**config.mk**
```make
export PLATFORM = sky130hd
export DESIGN_NAME = guest_status_control
export DESIGN_NICKNAME = d
export VERILOG_FILES = /design/src/guest_status_pkg.sv /design/src/guest_status_control.sv /design/src/wfi_timer.sv
export SDC_FILE = /design/constraint.sdc
export NUM_CORES = 1
export LEC_CHECK = 0
export ABC_CLOCK_PERIOD_IN_PS = 1400
export BUFFER_PORTS_ARGS = -buffer_cell sky130_fd_sc_hd__buf_2
export CORE_UTILIZATION = 25
export CTS_BUF_LIST = sky130_fd_sc_hd__clkbuf_8
export CTS_CLUSTER_SIZE = 30
export DETAILED_ROUTE_END_ITERATION = 8
export SLEW_MARGIN = 30
export SYNTH_ARGS = -nofsm -noshare
export SYNTH_HDL_FRONTEND = slang
export SYNTH_SLANG_ARGS = --single-unit
```
**constraint.sdc**
```tcl
create_clock -name core_clk -period 1.4 [get_ports core_clk]
set_input_delay 0.21 -clock core_clk [delete_from_list [all_inputs] [get_ports core_clk]]
set_output_delay 0.21 -clock core_clk [all_outputs]
set_load 0.05 [all_outputs]
```
**src/guest_status_pkg.sv**
```systemverilog
// package: field layout, encodings and carriers for the guest status register
`default_nettype none
package guest_status_pkg;
  localparam int REG_W            = 64;
  localparam int BIT_GUEST_BE     = 5;
  localparam int BIT_GUEST_ADDR   = 6;
  localparam int BIT_PREV_VIRT    = 7;
  localparam int BIT_PREV_PRIV    = 8;
  localparam int BIT_HYP_USER     = 9;
  localparam int SEL_LSB          = 12;
  localparam int SEL_W            = 6;
  localparam int BIT_TRAP_XLAT    = 20;
  localparam int BIT_TRAP_WAIT    = 21;
  localparam int BIT_TRAP_SRET    = 22;
  localparam int WIDTH_LSB        = 32;
  localparam int WIDTH_W          = 2;
  localparam logic [1:0] WIDTH_32 = 2'h1;
  localparam logic [1:0] WIDTH_64 = 2'h2;
  localparam logic [1:0] PRIV_U   = 2'h0;
  localparam logic [1:0] PRIV_S   = 2'h1;
  localparam logic [1:0] PRIV_M   = 2'h3;
  localparam int WFI_LIMIT        = 16;

  typedef struct packed {
    logic       valid;
    logic       write;
    logic [63:0] wdata;
  } csr_req_s;

  typedef struct packed {
    logic       take;
    logic       toHyp;
    logic       virt;
    logic [1:0] priv;
    logic       guestAddr;
  } trap_s;
endpackage
`default_nettype wire

```
**src/guest_status_control.sv**
```systemverilog
// guest status register with trap control and trap-entry state
// Function
// - 32-bit host: no width field, guest 32
// - 64-bit host: width field legal-only, may be fixed
// - host widening sets widest supported guest width
// - sret trap bit faults guest sret
// - wait trap faults guest wfi after bound
// - wait trap may fault guest wfi immediately
// - translation trap faults guest fence and satp
// - six-bit selector holds zero to source count
// - selector zero selects none; may hardwire
// - user bit gates guest memory instructions
// - trap to hypervisor records virtualization mode
// - sret in host supervisor restores virtualization mode
// - guest trap records privilege; else unchanged
// - previous privilege drives guest memory access
// - guest-address flag follows trap value kind
// - endian bit sets guest load/store order
// - endian bit sets guest page-table order
// - endian bit legal-only, may be hardwired
// - virtualization flag marks guest execution
`default_nettype none
module guest_status_control #(
  parameter int         HOST_64     = 1,
  parameter int         WIDTH_FIXED = 0,
  parameter int         IRQ_COUNT   = 8,
  parameter int         BE_FIXED    = 0,
  parameter int         WFI_ALWAYS  = 0,
  parameter logic [1:0] HOST_PRIV_S = guest_status_pkg::PRIV_S
) (
  input  wire logic                        core_clk,
  input  wire logic                        reset,
  input  wire guest_status_pkg::csr_req_s  csrReq,
  input  wire guest_status_pkg::trap_s     trapIn,
  input  wire logic                        hostWiden,
  input  wire logic                        hostBigEndian,
  input  wire logic [1:0]                  curPriv,
  input  wire logic                        machineWaitTrap,
  input  wire logic                        execSret,
  input  wire logic                        execWfi,
  input  wire logic                        wfiDone,
  input  wire logic                        execXlatOp,
  input  wire logic                        execGuestMem,
  input  wire logic                        execHypInstr,
  output logic [63:0]                      csrRdata,
  output logic                             virtMode,
  output logic                             virtInstrFault,
  output logic                             illegalInstrFault,
  output logic [1:0]                       guestMemPriv,
  output logic                             guestBigEndian,
  output logic                             guestPtBigEndian,
  output logic [5:0]                       guestExtIrqSel,
  output logic [1:0]                       guestWordWidth
);
  logic [1:0] guestWidthField;
  logic       trapGuestSret;
  logic       trapGuestWait;
  logic       trapGuestXlat;
  logic [5:0] guestExtIrqSelect;
  logic       hypInUserEnable;
  logic       prevGuestPrivilege;
  logic       prevVirtualization;
  logic       guestAddrFlag;
  logic       guestBigEndianBit;
  logic       wfiExpired;
  logic       inGuestSup;
  logic       inHostUser;
  logic [1:0] next_width;
  logic [5:0] next_sel;
  logic [63:0] readValue;

  function automatic logic [1:0] legal_width(input logic [1:0] req, input logic [1:0] cur);
    if (HOST_64 == 0) begin
      legal_width = guest_status_pkg::WIDTH_32;
    end else if (WIDTH_FIXED != 0) begin
      legal_width = guest_status_pkg::WIDTH_64;
    end else if (req == guest_status_pkg::WIDTH_32 || req == guest_status_pkg::WIDTH_64) begin
      legal_width = req;
    end else begin
      legal_width = cur;
    end
  endfunction

  assign inGuestSup = virtMode && (curPriv == guest_status_pkg::PRIV_S);
  assign inHostUser = !virtMode && (curPriv == guest_status_pkg::PRIV_U);
  assign next_width = legal_width(csrReq.wdata[guest_status_pkg::WIDTH_LSB +: guest_status_pkg::WIDTH_W],
                                  guestWidthField);
  assign next_sel   = (IRQ_COUNT == 0) ? 6'h00 :
                      csrReq.wdata[guest_status_pkg::SEL_LSB +: guest_status_pkg::SEL_W];

  wfi_timer #(
    .LIMIT (guest_status_pkg::WFI_LIMIT)
  ) u_wfi_timer (
    .core_clk (core_clk),
    .reset    (reset),
    .waiting  (execWfi && inGuestSup && !wfiDone),
    .expired  (wfiExpired)
  );

  // width field
  always_ff @(posedge core_clk or posedge reset) begin
    if (reset) begin
      guestWidthField <= (HOST_64 != 0) ? guest_status_pkg::WIDTH_64 : guest_status_pkg::WIDTH_32;
    end else if (HOST_64 == 0) begin
      guestWidthField <= guest_status_pkg::WIDTH_32;
    end else if (hostWiden && WIDTH_FIXED == 0) begin
      guestWidthField <= guest_status_pkg::WIDTH_64;
    end else if (csrReq.valid && csrReq.write) begin
      guestWidthField <= next_width;
    end
  end

  // software-written control bits
  always_ff @(posedge core_clk or posedge reset) begin
    if (reset) begin
      trapGuestSret     <= 1'b0;
      trapGuestWait     <= 1'b0;
      trapGuestXlat     <= 1'b0;
      guestExtIrqSelect <= 6'h00;
      hypInUserEnable   <= 1'b0;
    end else if (csrReq.valid && csrReq.write) begin
      trapGuestSret     <= csrReq.wdata[guest_status_pkg::BIT_TRAP_SRET];
      trapGuestWait     <= csrReq.wdata[guest_status_pkg::BIT_TRAP_WAIT];
      trapGuestXlat     <= csrReq.wdata[guest_status_pkg::BIT_TRAP_XLAT];
      if (next_sel <= IRQ_COUNT[5:0]) begin
        guestExtIrqSelect <= next_sel;
      end
      hypInUserEnable   <= csrReq.wdata[guest_status_pkg::BIT_HYP_USER];
    end
  end

  // endian bit; a fixed setting follows the host order at all times, not only on writes
  always_ff @(posedge core_clk or posedge reset) begin
    if (reset) begin
      guestBigEndianBit <= 1'b0;
    end else if (BE_FIXED != 0) begin
      guestBigEndianBit <= hostBigEndian;
    end else if (csrReq.valid && csrReq.write) begin
      guestBigEndianBit <= csrReq.wdata[guest_status_pkg::BIT_GUEST_BE];
    end
  end

  // trap entry state; hardware update wins over a same-cycle write
  always_ff @(posedge core_clk or posedge reset) begin
    if (reset) begin
      prevVirtualization <= 1'b0;
      prevGuestPrivilege <= 1'b0;
      guestAddrFlag      <= 1'b0;
    end else if (trapIn.take && trapIn.toHyp) begin
      prevVirtualization <= trapIn.virt;
      if (trapIn.virt) begin
        prevGuestPrivilege <= trapIn.priv[0];
      end
      guestAddrFlag      <= trapIn.guestAddr;
    end else if (csrReq.valid && csrReq.write) begin
      prevVirtualization <= csrReq.wdata[guest_status_pkg::BIT_PREV_VIRT];
      prevGuestPrivilege <= csrReq.wdata[guest_status_pkg::BIT_PREV_PRIV];
      guestAddrFlag      <= csrReq.wdata[guest_status_pkg::BIT_GUEST_ADDR];
    end
  end

  // virtualization mode
  always_ff @(posedge core_clk or posedge reset) begin
    if (reset) begin
      virtMode <= 1'b0;
    end else if (trapIn.take) begin
      virtMode <= 1'b0;
    end else if (execSret && !virtMode && curPriv == HOST_PRIV_S) begin
      virtMode <= prevVirtualization;
    end
  end

  // instruction faults
  always_ff @(posedge core_clk or posedge reset) begin
    if (reset) begin
      virtInstrFault    <= 1'b0;
      illegalInstrFault <= 1'b0;
    end else begin
      virtInstrFault <= (inGuestSup && execSret && trapGuestSret)
        || (inGuestSup && execXlatOp && trapGuestXlat)
        || (trapGuestWait && !machineWaitTrap && (wfiExpired
        || (WFI_ALWAYS != 0 && execWfi && inGuestSup)));
      illegalInstrFault <= inHostUser && execHypInstr && !(hypInUserEnable && execGuestMem);
    end
  end

  always_comb begin
    readValue = 64'h0;
    if (HOST_64 != 0) begin
      readValue[guest_status_pkg::WIDTH_LSB +: guest_status_pkg::WIDTH_W] = guestWidthField;
    end
    readValue[guest_status_pkg::BIT_TRAP_SRET] = trapGuestSret;
    readValue[guest_status_pkg::BIT_TRAP_WAIT] = trapGuestWait;
    readValue[guest_status_pkg::BIT_TRAP_XLAT] = trapGuestXlat;
    readValue[guest_status_pkg::SEL_LSB +: guest_status_pkg::SEL_W] = guestExtIrqSelect;
    readValue[guest_status_pkg::BIT_HYP_USER]  = hypInUserEnable;
    readValue[guest_status_pkg::BIT_PREV_PRIV] = prevGuestPrivilege;
    readValue[guest_status_pkg::BIT_PREV_VIRT] = prevVirtualization;
    readValue[guest_status_pkg::BIT_GUEST_ADDR] = guestAddrFlag;
    readValue[guest_status_pkg::BIT_GUEST_BE]  = guestBigEndianBit;
  end

  // registered views
  always_ff @(posedge core_clk or posedge reset) begin
    if (reset) begin
      csrRdata         <= 64'h0;
      guestMemPriv     <= 2'h0;
      guestBigEndian   <= 1'b0;
      guestPtBigEndian <= 1'b0;
      guestExtIrqSel   <= 6'h00;
      guestWordWidth   <= 2'h0;
    end else begin
      csrRdata         <= readValue;
      guestMemPriv     <= {1'b0, prevGuestPrivilege};
      guestBigEndian   <= guestBigEndianBit;
      guestPtBigEndian <= guestBigEndianBit;
      guestExtIrqSel   <= guestExtIrqSelect;
      guestWordWidth   <= guestWidthField;
    end
  end

  property p_sret_fault;
    @(posedge core_clk) disable iff (reset)
      (inGuestSup && execSret && trapGuestSret) |=> virtInstrFault;
  endproperty
  a_sret_fault: assert property (p_sret_fault) else $error("guest sret not faulted");

  property p_xlat_fault;
    @(posedge core_clk) disable iff (reset)
      (inGuestSup && execXlatOp && trapGuestXlat) |=> virtInstrFault;
  endproperty
  a_xlat_fault: assert property (p_xlat_fault) else $error("guest translation op not faulted");

  property p_wfi_bound;
    @(posedge core_clk) disable iff (reset)
      (execWfi && inGuestSup && !wfiDone && trapGuestWait && !machineWaitTrap)[*8]
      ##1 (execWfi && inGuestSup && !wfiDone && trapGuestWait && !machineWaitTrap)[*8]
      ##1 (execWfi && inGuestSup && !wfiDone && trapGuestWait && !machineWaitTrap) |=> virtInstrFault;
  endproperty
  a_wfi_bound: assert property (p_wfi_bound) else $error("guest wfi exceeded bound");

  property p_prev_virt;
    @(posedge core_clk) disable iff (reset)
      (trapIn.take && trapIn.toHyp) |=> prevVirtualization == $past(trapIn.virt);
  endproperty
  a_prev_virt: assert property (p_prev_virt) else $error("previous virtualization wrong");

  property p_prev_priv_hold;
    @(posedge core_clk) disable iff (reset)
      (trapIn.take && trapIn.toHyp && !trapIn.virt) |=> $stable(prevGuestPrivilege);
  endproperty
  a_prev_priv_hold: assert property (p_prev_priv_hold) else $error("previous privilege changed");

  property p_gaddr;
    @(posedge core_clk) disable iff (reset)
      (trapIn.take && trapIn.toHyp) |=> guestAddrFlag == $past(trapIn.guestAddr);
  endproperty
  a_gaddr: assert property (p_gaddr) else $error("guest address flag wrong");

  property p_sret_virt;
    @(posedge core_clk) disable iff (reset)
      (execSret && !virtMode && curPriv == HOST_PRIV_S && !trapIn.take) |=> virtMode == $past(prevVirtualization);
  endproperty
  a_sret_virt: assert property (p_sret_virt) else $error("sret did not restore mode");

  property p_sel_range;
    @(posedge core_clk) disable iff (reset)
      guestExtIrqSelect <= IRQ_COUNT[5:0];
  endproperty
  a_sel_range: assert property (p_sel_range) else $error("selector out of range");

  property p_user_gate;
    @(posedge core_clk) disable iff (reset)
      (inHostUser && execHypInstr && !hypInUserEnable) |=> illegalInstrFault;
  endproperty
  a_user_gate: assert property (p_user_gate) else $error("user hypervisor instr not illegal");

  property p_endian;
    @(posedge core_clk) disable iff (reset)
      ##1 (guestBigEndian == $past(guestBigEndianBit)) && (guestPtBigEndian == guestBigEndian);
  endproperty
  a_endian: assert property (p_endian) else $error("endian view mismatch");

  property p_prev_priv_take;
    @(posedge core_clk) disable iff (reset)
      (trapIn.take && trapIn.toHyp && trapIn.virt) |=> prevGuestPrivilege == $past(trapIn.priv[0]);
  endproperty
  a_prev_priv_take: assert property (p_prev_priv_take) else $error("previous privilege not captured");

  property p_user_allow;
    @(posedge core_clk) disable iff (reset)
      (inHostUser && execHypInstr && execGuestMem && hypInUserEnable) |=> !illegalInstrFault;
  endproperty
  a_user_allow: assert property (p_user_allow) else $error("allowed guest memory instr faulted");

  property p_trap_leaves_guest;
    @(posedge core_clk) disable iff (reset)
      trapIn.take |=> !virtMode;
  endproperty
  a_trap_leaves_guest: assert property (p_trap_leaves_guest) else $error("trap left guest mode set");

  property p_width_legal;
    @(posedge core_clk) disable iff (reset)
      (guestWidthField == guest_status_pkg::WIDTH_32) || (guestWidthField == guest_status_pkg::WIDTH_64);
  endproperty
  a_width_legal: assert property (p_width_legal) else $error("width code not legal");

  c_trap_guest: cover property (@(posedge core_clk) disable iff (reset) trapIn.take && trapIn.virt);
  c_sret_enter: cover property (@(posedge core_clk) disable iff (reset) !virtMode ##1 virtMode);
  c_wfi_expire: cover property (@(posedge core_clk) disable iff (reset) wfiExpired);
  c_user_gate: cover property (@(posedge core_clk) disable iff (reset) inHostUser && execHypInstr && !hypInUserEnable);
  c_widen: cover property (@(posedge core_clk) disable iff (reset) hostWiden);
endmodule // guest_status_control
`default_nettype wire

```
**src/wfi_timer.sv**
```systemverilog
// wait-instruction time limit counter for guest mode
`default_nettype none
module wfi_timer #(
  parameter int LIMIT = guest_status_pkg::WFI_LIMIT
) (
  input  wire logic core_clk,
  input  wire logic reset,
  input  wire logic waiting,
  output logic      expired
);
  logic [$clog2(LIMIT+1)-1:0] count;

  always_ff @(posedge core_clk or posedge reset) begin
    if (reset) begin
      count <= '0;
    end else if (!waiting) begin
      count <= '0;
    end else if (count != LIMIT[$clog2(LIMIT+1)-1:0]) begin
      count <= count + 1'b1;
    end
  end

  assign expired = waiting && (count == LIMIT[$clog2(LIMIT+1)-1:0]);
endmodule // wfi_timer
`default_nettype wire
```
; Word level (Yosys, flattened, before mapping)
; Index checks and enable logic that the tools add are counted.
[totals]
register_bits = 50
output_inout_bits = 79
input_bits = 85
[op_classes]
addsub = 1
eq_ne = 7
magnitude_cmp = 1
reduce_logical = 33
mux = 14
[op_table]
columns = cell, n
row1 = 1-bit logical AND, 18
row2 = 5-bit 2-to-1 mux, 2
row3 = 1-bit 2-to-1 mux, 9
row4 = 2-bit nonzero test, 4
row5 = 6-bit by 4-bit <= comparator with 1-bit output (second input constant), 1
row6 = 2-bit 2-to-1 mux, 3
row7 = 2-bit AND reduction, 3
row8 = 5-bit by 1-bit adder with 5-bit output (second input constant), 1
row9 = 5-bit equality test (second input constant), 1
row10 = 5-bit inequality test (second input constant), 1
row11 = 2-bit by 1-bit equality test with 1-bit output (second input constant), 2
row12 = 1-bit zero test, 4
row13 = 2-bit inequality test (second input constant), 2
row14 = 1-bit logical OR, 3
row15 = 2-bit equality test (second input constant), 1
row16 = 2-bit zero test, 1

; Logic depth before layout (Yosys ltp)
; Gate-level depths: netlist of run 1.
[logic_depth]
depth_word = 7
mapped_depth = 5
mapped_depth_nobuf = 5

; Hierarchy
; A second synthesis of run 1 with hierarchy kept.
[hier_totals]
hier_cells = 179
area_unflattened_um2 = 1989.4
[modules_own_cells]
columns = module, instances, cells_each, area_each_um2
row1 = guest_status_control, 1, 150, 1691.6
row2 = wfi_timer, 1, 29, 297.8

; Worst setup path before layout of run 1
; OpenSTA, ideal clock, no wires.
[synth_timing]
path_type = reg2reg
from = register virtMode
to = register virtInstrFault
arrival_ps = 1375
required_time_ps = 1318
stages_incl_launch_ff = 5
slack_ps = -57
cell_sequence = dfrtp_1 -> nand3b_1 -> or3b_1 -> buf_2 -> o22ai_1
[synth_between]
elab_chain_len = 6
elab_cells_between_ends = 11
classes_between = 11 x reduce/logical
[synth_rtl]
columns = item, line
row1 = from (decl), guest_status_control.sv:46  ; output logic virtMode,
row2 = from (signal assigned), guest_status_control.sv:169  ; virtMode <= prevVirtualization;
row3 = 1-bit logical AND (*), guest_status_control.sv:84  ; assign inGuestSup = virtMode && (curPriv == guest_status_pkg::PRIV_S);
row4 = 1-bit logical AND (2 in a row), guest_status_control.sv:96  ; .waiting (execWfi && inGuestSup && !wfiDone),
row5 = 1-bit logical AND, wfi_timer.sv:23  ; assign expired = waiting && (count == LIMIT[$clog2(LIMIT+1)-1:0]);
row6 = 1-bit logical AND, guest_status_control.sv:181  ; || (trapGuestWait && !machineWaitTrap && (wfiExpired
row7 = 1-bit logical OR (*), guest_status_control.sv:181
row8 = to (signal assigned), guest_status_control.sv:179  ; virtInstrFault <= (inGuestSup && execSret && trapGuestSret)
row9 = to (decl), guest_status_control.sv:47  ; output logic virtInstrFault,
; Mark *: on every way between the ends. The rest lies on a longest branch, timed or not.
; A chain may end at the register's enable or synchronous reset.

; Worst setup path in the final report of run 1
[layout_timing]
from = register u_wfi_timer.count[0]
to = register u_wfi_timer.count[1]
[layout_between]
elab_chain_len = 3
elab_cells_between_ends = 5
classes_between = 1 x add/sub / 2 x eq/ne / 2 x mux
[layout_rtl]
columns = item, line
row1 = from (decl), wfi_timer.sv:11  ; logic [$clog2(LIMIT+1)-1:0] count;
row2 = from (signal assigned), wfi_timer.sv:19  ; count <= count + 1'b1;
row3 = 5-bit by 1-bit adder with 5-bit output, wfi_timer.sv:19
row4 = 5-bit 2-to-1 mux, wfi_timer.sv:18  ; end else if (count != LIMIT[$clog2(LIMIT+1)-1:0]) begin
row5 = 5-bit 2-to-1 mux, wfi_timer.sv:16  ; end else if (!waiting) begin
; Parallel ways exist; a longest one is shown, timed or not. The select of a mux whose other input is x is not followed.

==> results of run 1 <==
==> cell type report <==
| cell class | count | area (sq um) |
|---|---|---|
| repair buffers | 67 | 358 |
| inverters | 6 | 22.5 |
| fillers | 775 | 5140 |
| flip-flops and latches | 40 | 1000 |
| multi-input cells | 117 | 652 |
| well taps | 99 | 124 |
| clock inverters | 3 | 42.5 |
| clock buffers | 5 | 68.8 |
==> metrics by stage <==
stage	power [mW]	std cells	hold WS [ns]
floorplan	2.31	224	0.273
global placement	2.34	328	0.284
detailed placement	2.35	328	0.283
CTS	3.30	337	0.0745
global route	3.38	337	0.0878
finish	3.24	337	0.0876
==> critical path, stage by stage (launching register included) <==
cell and delay [ns]:
dfrtp_1 0.40, inv_1 0.10, ha_1 0.14, and4bb_2 0.29
mux2i_1 0.19, nor2_1 0.05
==> routing by layer <==
metal  track usage  routed length [microns]
met5             0                        0
met4        0.0444                       75
met3        0.0219                      232
met2         0.143                     1680
met1        0.0910                     1370
==> flip-flops by register name (all words and copies together), names as in the netlist <==
register            cells
trapGuestSret           1
guestExtIrqSelect       6
guestWordWidth          1
guestBigEndianBit       1
guestWidthField         2
guestExtIrqSel          5
csrRdata               10
virtMode                1
u_wfi_timer.count       5
prevGuestPrivilege      1
illegalInstrFault       1
trapGuestWait           1
trapGuestXlat           1
guestAddrFlag           1
prevVirtualization      1
hypInUserEnable         1
virtInstrFault          1
==> Yosys cell counts, drive strengths merged <==
cell type / number
buf: 61
dfrtp: 39
nor2: 9
inv: 6
a21oi: 5
mux2: 5
nand2: 5
o21ai: 5
nand3: 4
and2: 3
mux2i: 3
nand2b: 3
o22a: 3
and4bb: 2
ha: 2
nand3b: 2
nand4: 2
xor2: 2
a211o: 1
a22oi: 1
a31oi: 1
a41oi: 1
and3b: 1
conb: 1
dfstp: 1
nor2b: 1
nor3: 1
o211ai: 1
o22ai: 1
o31a: 1
o32ai: 1
or3b: 1
xnor2: 1
==> path summary, 6_finish.rpt <==
kind / start / endpoint / slack (ns) / cells after the start
worst min-delay path: execGuestMem / illegalInstrFault / 0.09 / 2
min in group asynchronous: reset / guestExtIrqSelect[5] / 0.53 / 4
max in group asynchronous: reset / guestWidthField[1] / 0.62 / 4
worst max register to register: u_wfi_timer.count[0] / u_wfi_timer.count[1] / 0.12 / 5
worst max-delay path: u_wfi_timer.count[0] / u_wfi_timer.count[1] / 0.12 / 5
worst min register to register: guestBigEndianBit / csrRdata[5] / 0.38 / 0
==> power by group <==
group	internal (mW)	switching [mW]
Sequential	1.28	0.0615
Combinational	0.179	0.802
Clock	0.527	0.390
==> repair_timing <==
| action | 4_1_cts | 5_1_grt |
|---|---|---|
| setup buffers | 0 | 0 |
| resized for setup | 0 | 1 |
| hold endpoints to repair | 39 | 0 |
| setup endpoints to repair | 0 | 1 |
| hold buffers | 1 | 0 |
==> cells by family after synthesis <==
group	Yosys count
other	1
DFF	40
muxes	8
xor gates and xnor gates	3
and+or+nand+nor	34
adders and majority gates	2
buffers and inverters	67
AOI/OAI and AO/OA	21
==> results.md, run 1 <==
- Vias: 1266
- Initial antenna violation count: 0
- Total Wirelength: 3360 microns
- Post-route setup slack: 0.120 ns
- Syn Area/Cell: 11.1 sq um
- Area grow syn2layout: 16.3%
- Required @ worst endpoint: 1.57 ns
- CTS tree: yes
- DRT antenna net count: 0
- Adder-cell share of the synthesized area: 0.0128
- Setup TNS: 0 ns
- Grt ovf: 0
- Nets: 324
- DRT iter0 DRCs: 11
- Sequential share of the synthesized area: 0.513
- Hold Fails Final Rpt: 0
- YS warnings: 0
- Crit path capture type: register
- CTS Buf Count: 5
- Top cells by area, synth: dfrtp_1 50%, buf_4 23%, mux2_2 2.9%
- Vias in the first global route: 1118
- Cells after synthesis: 176
- Vias per inst: 3.76
- Num ports: 164
- Final count of negative-setup-slack endpoints: 0
- Core Area: 7410 sq um
- Area after DPL: 2150 sq um
- Arrival time at the worst endpoint: 1.45 ns
- H-tree Lvls: 2
- Minimum clock period: 1.28 ns
- Final max-slew violation count: 0
- Starting Density: 0.263
- Row count: 31
- Final Instance Area: 2270 sq um
- Die X-Extent: 90.4 microns
- Power per standard cell area: 1430 nW/um^2
- Clock skew: 0.00359 ns
- Synth Area in Simple Gates: 0.0981
- Crit Path Category: reg2reg
- Root Driver: clkbuf_8
- Drt drc: 0
- Netlist cell types: 34
- Most frequent cells in the layout: 64 x buf_2, 49 x conb_1, 38 x dfrtp_1
- Dpl ws: 0.0954 ns
- Mapped cell area: 1950 sq um
- Seq cells post-synth: 40
- XOR/XNOR share of the synthesized area: 0.0135
- Die area: 8160 sq um
- Max Cap Violations: 0
- Share of post-route cells with drive strength above 1: 0.345
- CP max FO: 4
- Num Clock Sinks: 40
- Worst-Skew Late Latency: 0.29 ns
- Commonest non-fill, non-tap cell in the layout: buf_2
- Util after Layout: 0.307
- GRT Util Overall: 0.0822
- First-pass GRT wire length: 5210 microns
- Kind of start point of the critical path: register
- Routability cong.: 0.753
- # diodes: 0
- Tcrit/Tclk final: 0.915
- Clock-pin slew on the worst setup and hold paths: 0.07 ns
- Largest net degree at the start of global routing: 41
- Largest family of logic cells by synthesized area: buffers and inverters
- Leakage: 1.17 nW
- Post-synthesis compound-gate area fraction: 0.0712
- Min-delay worst type: in2reg
- Outcome: finished clean
- Yosys top cell by area: dfrtp_1
- Drt pass-1 iters: 4
- CTS Buffer Depth: 2
- RSZ-0062 raised after global routing: no
- IO buf count: 64
- Average wire per standard cell: 9.98 microns
- Peak supply drop: 423 uV
- Die Y: 90.4 microns
- Post-synthesis mux area share: 0.0442
- Detailed Place HPWL: 2680 microns
- Maximum clock rate: 781 MHz
- Yosys top cell area share: 0.500
Power figures use the tool's default switching activity.
==> run 2, diff against run 1 <==
--- a/config.mk
+++ b/config.mk
@@ -5,8 +5,10 @@
 export SDC_FILE = /design/constraint.sdc
 export NUM_CORES = 1
 export LEC_CHECK = 0
+export ABC_AREA = 1
 export ABC_CLOCK_PERIOD_IN_PS = 1400
 export BUFFER_PORTS_ARGS = -buffer_cell sky130_fd_sc_hd__buf_2
+export CORE_ASPECT_RATIO = 1.2
 export CORE_UTILIZATION = 25
 export CTS_BUF_LIST = sky130_fd_sc_hd__clkbuf_8
 export CTS_CLUSTER_SIZE = 30
==> results.md, run 2 <==
- Hold_ws: 0.0846 ns
- Biggest register: csrRdata
- Crit-path slowest cell: dfrtp_1
- IO buf count: 64
- H-tree Lvls: 2
- Number of fill cells: 866
- CTS tree: yes
- Grt ovf: 0
- Leakage: 1.42 nW
- Maximum clock rate: 845 MHz
- Row count: 36
- Clock skew: 0.00825 ns
- Clock-pin slew on the worst setup and hold paths: 0.08 ns
- Setup TNS: 0 ns
- CP Cell Sequence: buf_2
- CTS Buffer Depth: 2
- Final max-slew violation count: 0
- Minimum clock period: 1.18 ns
- Detailed Place HPWL: 2760 microns
- Starting Density: 0.257
- Num ports: 164
- Max FFs per register: 10
- Average wire per standard cell: 9.08 microns
- # diodes: 0
- Core Area: 8060 sq um
- Tcrit/Tclk final: 0.845
- Vias: 1423
- DRT antenna net count: 0
- Drt drc: 0
- Commonest non-fill, non-tap cell in the layout: buf_2
- Max Cap Violations: 0
- Die Y: 102 microns
- Drt pass-1 iters: 2
- Share of post-route cells with drive strength above 1: 0.308
- RSZ-0062 raised after global routing: no
- Crit path capture type: output pin
- Worst-Skew Late Latency: 0.29 ns
- Total Wirelength: 3490 microns
- P_sw: 1.38 mW
- CTS Buf Count: 5
- CP max FO: 4
- Netlist cell types: 23
- Nets: 375
- Dominant cell by count in the synthesized netlist: buf_4
- Logic pwr share: 0.312
- Cts hold-fix bufs: 1
- Yosys top cell area share: 0.471
- Arrival time at the worst endpoint: 0.97 ns
- YS warnings: 0
- Routability cong.: 0.680
- Vias per inst: 3.71
- Crit Path Category: reg2out
- Die X-Extent: 85.1 microns
- Power per standard cell area: 1420 nW/um^2
- First-pass GRT wire length: 5480 microns
- Switching Fraction: 0.408
- Number of setup buffers added after CTS: 0
- Vias in the first global route: 1174
- CP delay by family, top: flip-flops
- Peak supply drop: 434 uV
- Root Driver: clkbuf_8
- Sequential share of the synthesized area: 0.483
- Ys flop type: dfrtp_1
- Initial antenna violation count: 0
- Hold Fails Final Rpt: 0
- Most frequent cells in the layout: 64 x buf_2, 52 x nand2_1, 49 x conb_1
- Kind of start point of the critical path: register
- Mapped cell area: 2070 sq um
- Top cells by area, synth: dfrtp_1 47%, buf_4 22%, nand2_1 9.4%
- Seq cells post-synth: 40
- Cts repair resizes: 0
- Sequential fraction of design power: 0.403
- DRT iter0 DRCs: 19
- Regs by FF count: csrRdata x10, guestExtIrqSelect x6
- GRT Util Overall: 0.0844
- Die area: 8660 sq um
- Outcome: finished clean
- List of most frequent post-synthesis cells: 60 x buf_4, 52 x nand2_1, 39 x dfrtp_1, 25 x inv_1, 16 x nand3_1
- Yosys top cell by area: dfrtp_1
- Cells after synthesis: 227
- Pint: 2.00 mW
- Syn Area/Cell: 9.13 sq um
- Number of enable flip-flop cells after synthesis: 0
- Largest net degree at the start of global routing: 41
- Final count of negative-setup-slack endpoints: 0
- Min-delay worst type: in2reg
- Area grow syn2layout: 15.1%
- CP bufs+invs: 1
- Clock Power Share: 0.285
- Required @ worst endpoint: 1.19 ns
- Num Clock Sinks: 40
- Share of synthesized registers carrying an async set or reset: 1.00
- Slowest Stage Delay on Critical Path: 0.40 ns
run 2: changes by cell type after synthesis, sizes merged, moves of 4 or more:
cell   change
mux2       -5
nand3     +15
inv       +20
nand2     +52
o21ai      -4
run 2: power groups by stage:
stage / clock network [mW] / registers, mW / logic (mW)
after global routing: 1.07 / 1.38 / 1.11
after CTS: 1.00 / 1.37 / 1.06
after global placement: 0 / 1.39 / 1.05
after detailed placement: 0 / 1.39 / 1.06
after floorplan: 0 / 1.63 / 0.772
final: 0.963 / 1.36 / 1.06
run 2: cell type report:
type | instances | area (sq um) | share of cell area
multi-input combinational | 148 | 694 | 0.291
clock buffer | 5 | 68.8 | 0.0288
timing repair buffer | 66 | 350 | 0.147
clock inverter | 3 | 46.3 | 0.0194
inverter | 27 | 106 | 0.0445
tap | 95 | 119 | 0.0498
sequential | 40 | 1000 | 0.420
run 2: cells by family after synthesis:
logic type,after synthesis,synth area share
compound gates,6,0.0175
xor+xnor,1,0.00423
fa+ha+maj,2,0.0121
buf+inv,87,0.269
flops,40,0.483
other cells,1,0.00181
simple gates,90,0.212
run 2: metal layers:
metal,vias to the layer above,global-route usage,part of all wire
met5,-,0,0
met4,0,0.0352,0.016
met3,5,0.0285,0.089
met2,79,0.138,0.46
met1,635,0.102,0.43
li1,704,-,-
run 2: worst paths after layout:
check / depth (start not counted) / to / slack (ns) / startpoint
min in group asynchronous: 4 / virtInstrFault / 0.48 / reset
hold reg to reg: 0 / guestWordWidth[0] / 0.38 / guestWidthField[0]
max in group asynchronous: 4 / guestWidthField[1] / 0.67 / reset
setup / recovery: 1 / virtMode / 0.22 / virtMode
hold / removal: 2 / illegalInstrFault / 0.08 / execGuestMem
setup reg to reg: 7 / u_wfi_timer.count[0] / 0.23 / u_wfi_timer.count[0]
run 2: per-stage QoR:
| step | cells | utilization | total power [mW] | area (sq um) | setup WS (ns) |
|---|---|---|---|---|---|
| 2_1_floorplan | 275 | - | 2.40 | 2250 | 0.203 |
| 4_1_cts | 384 | 0.296 | 3.43 | 2390 | 0.201 |
| 5_1_grt | 384 | 0.296 | 3.56 | 2390 | 0.101 |
| 6_report | 384 | 0.296 | 3.38 | 2390 | 0.217 |
| 3_3_place_gp | 375 | 0.281 | 2.44 | 2260 | 0.266 |
| 3_5_place_dp | 375 | 0.281 | 2.45 | 2260 | 0.242 |
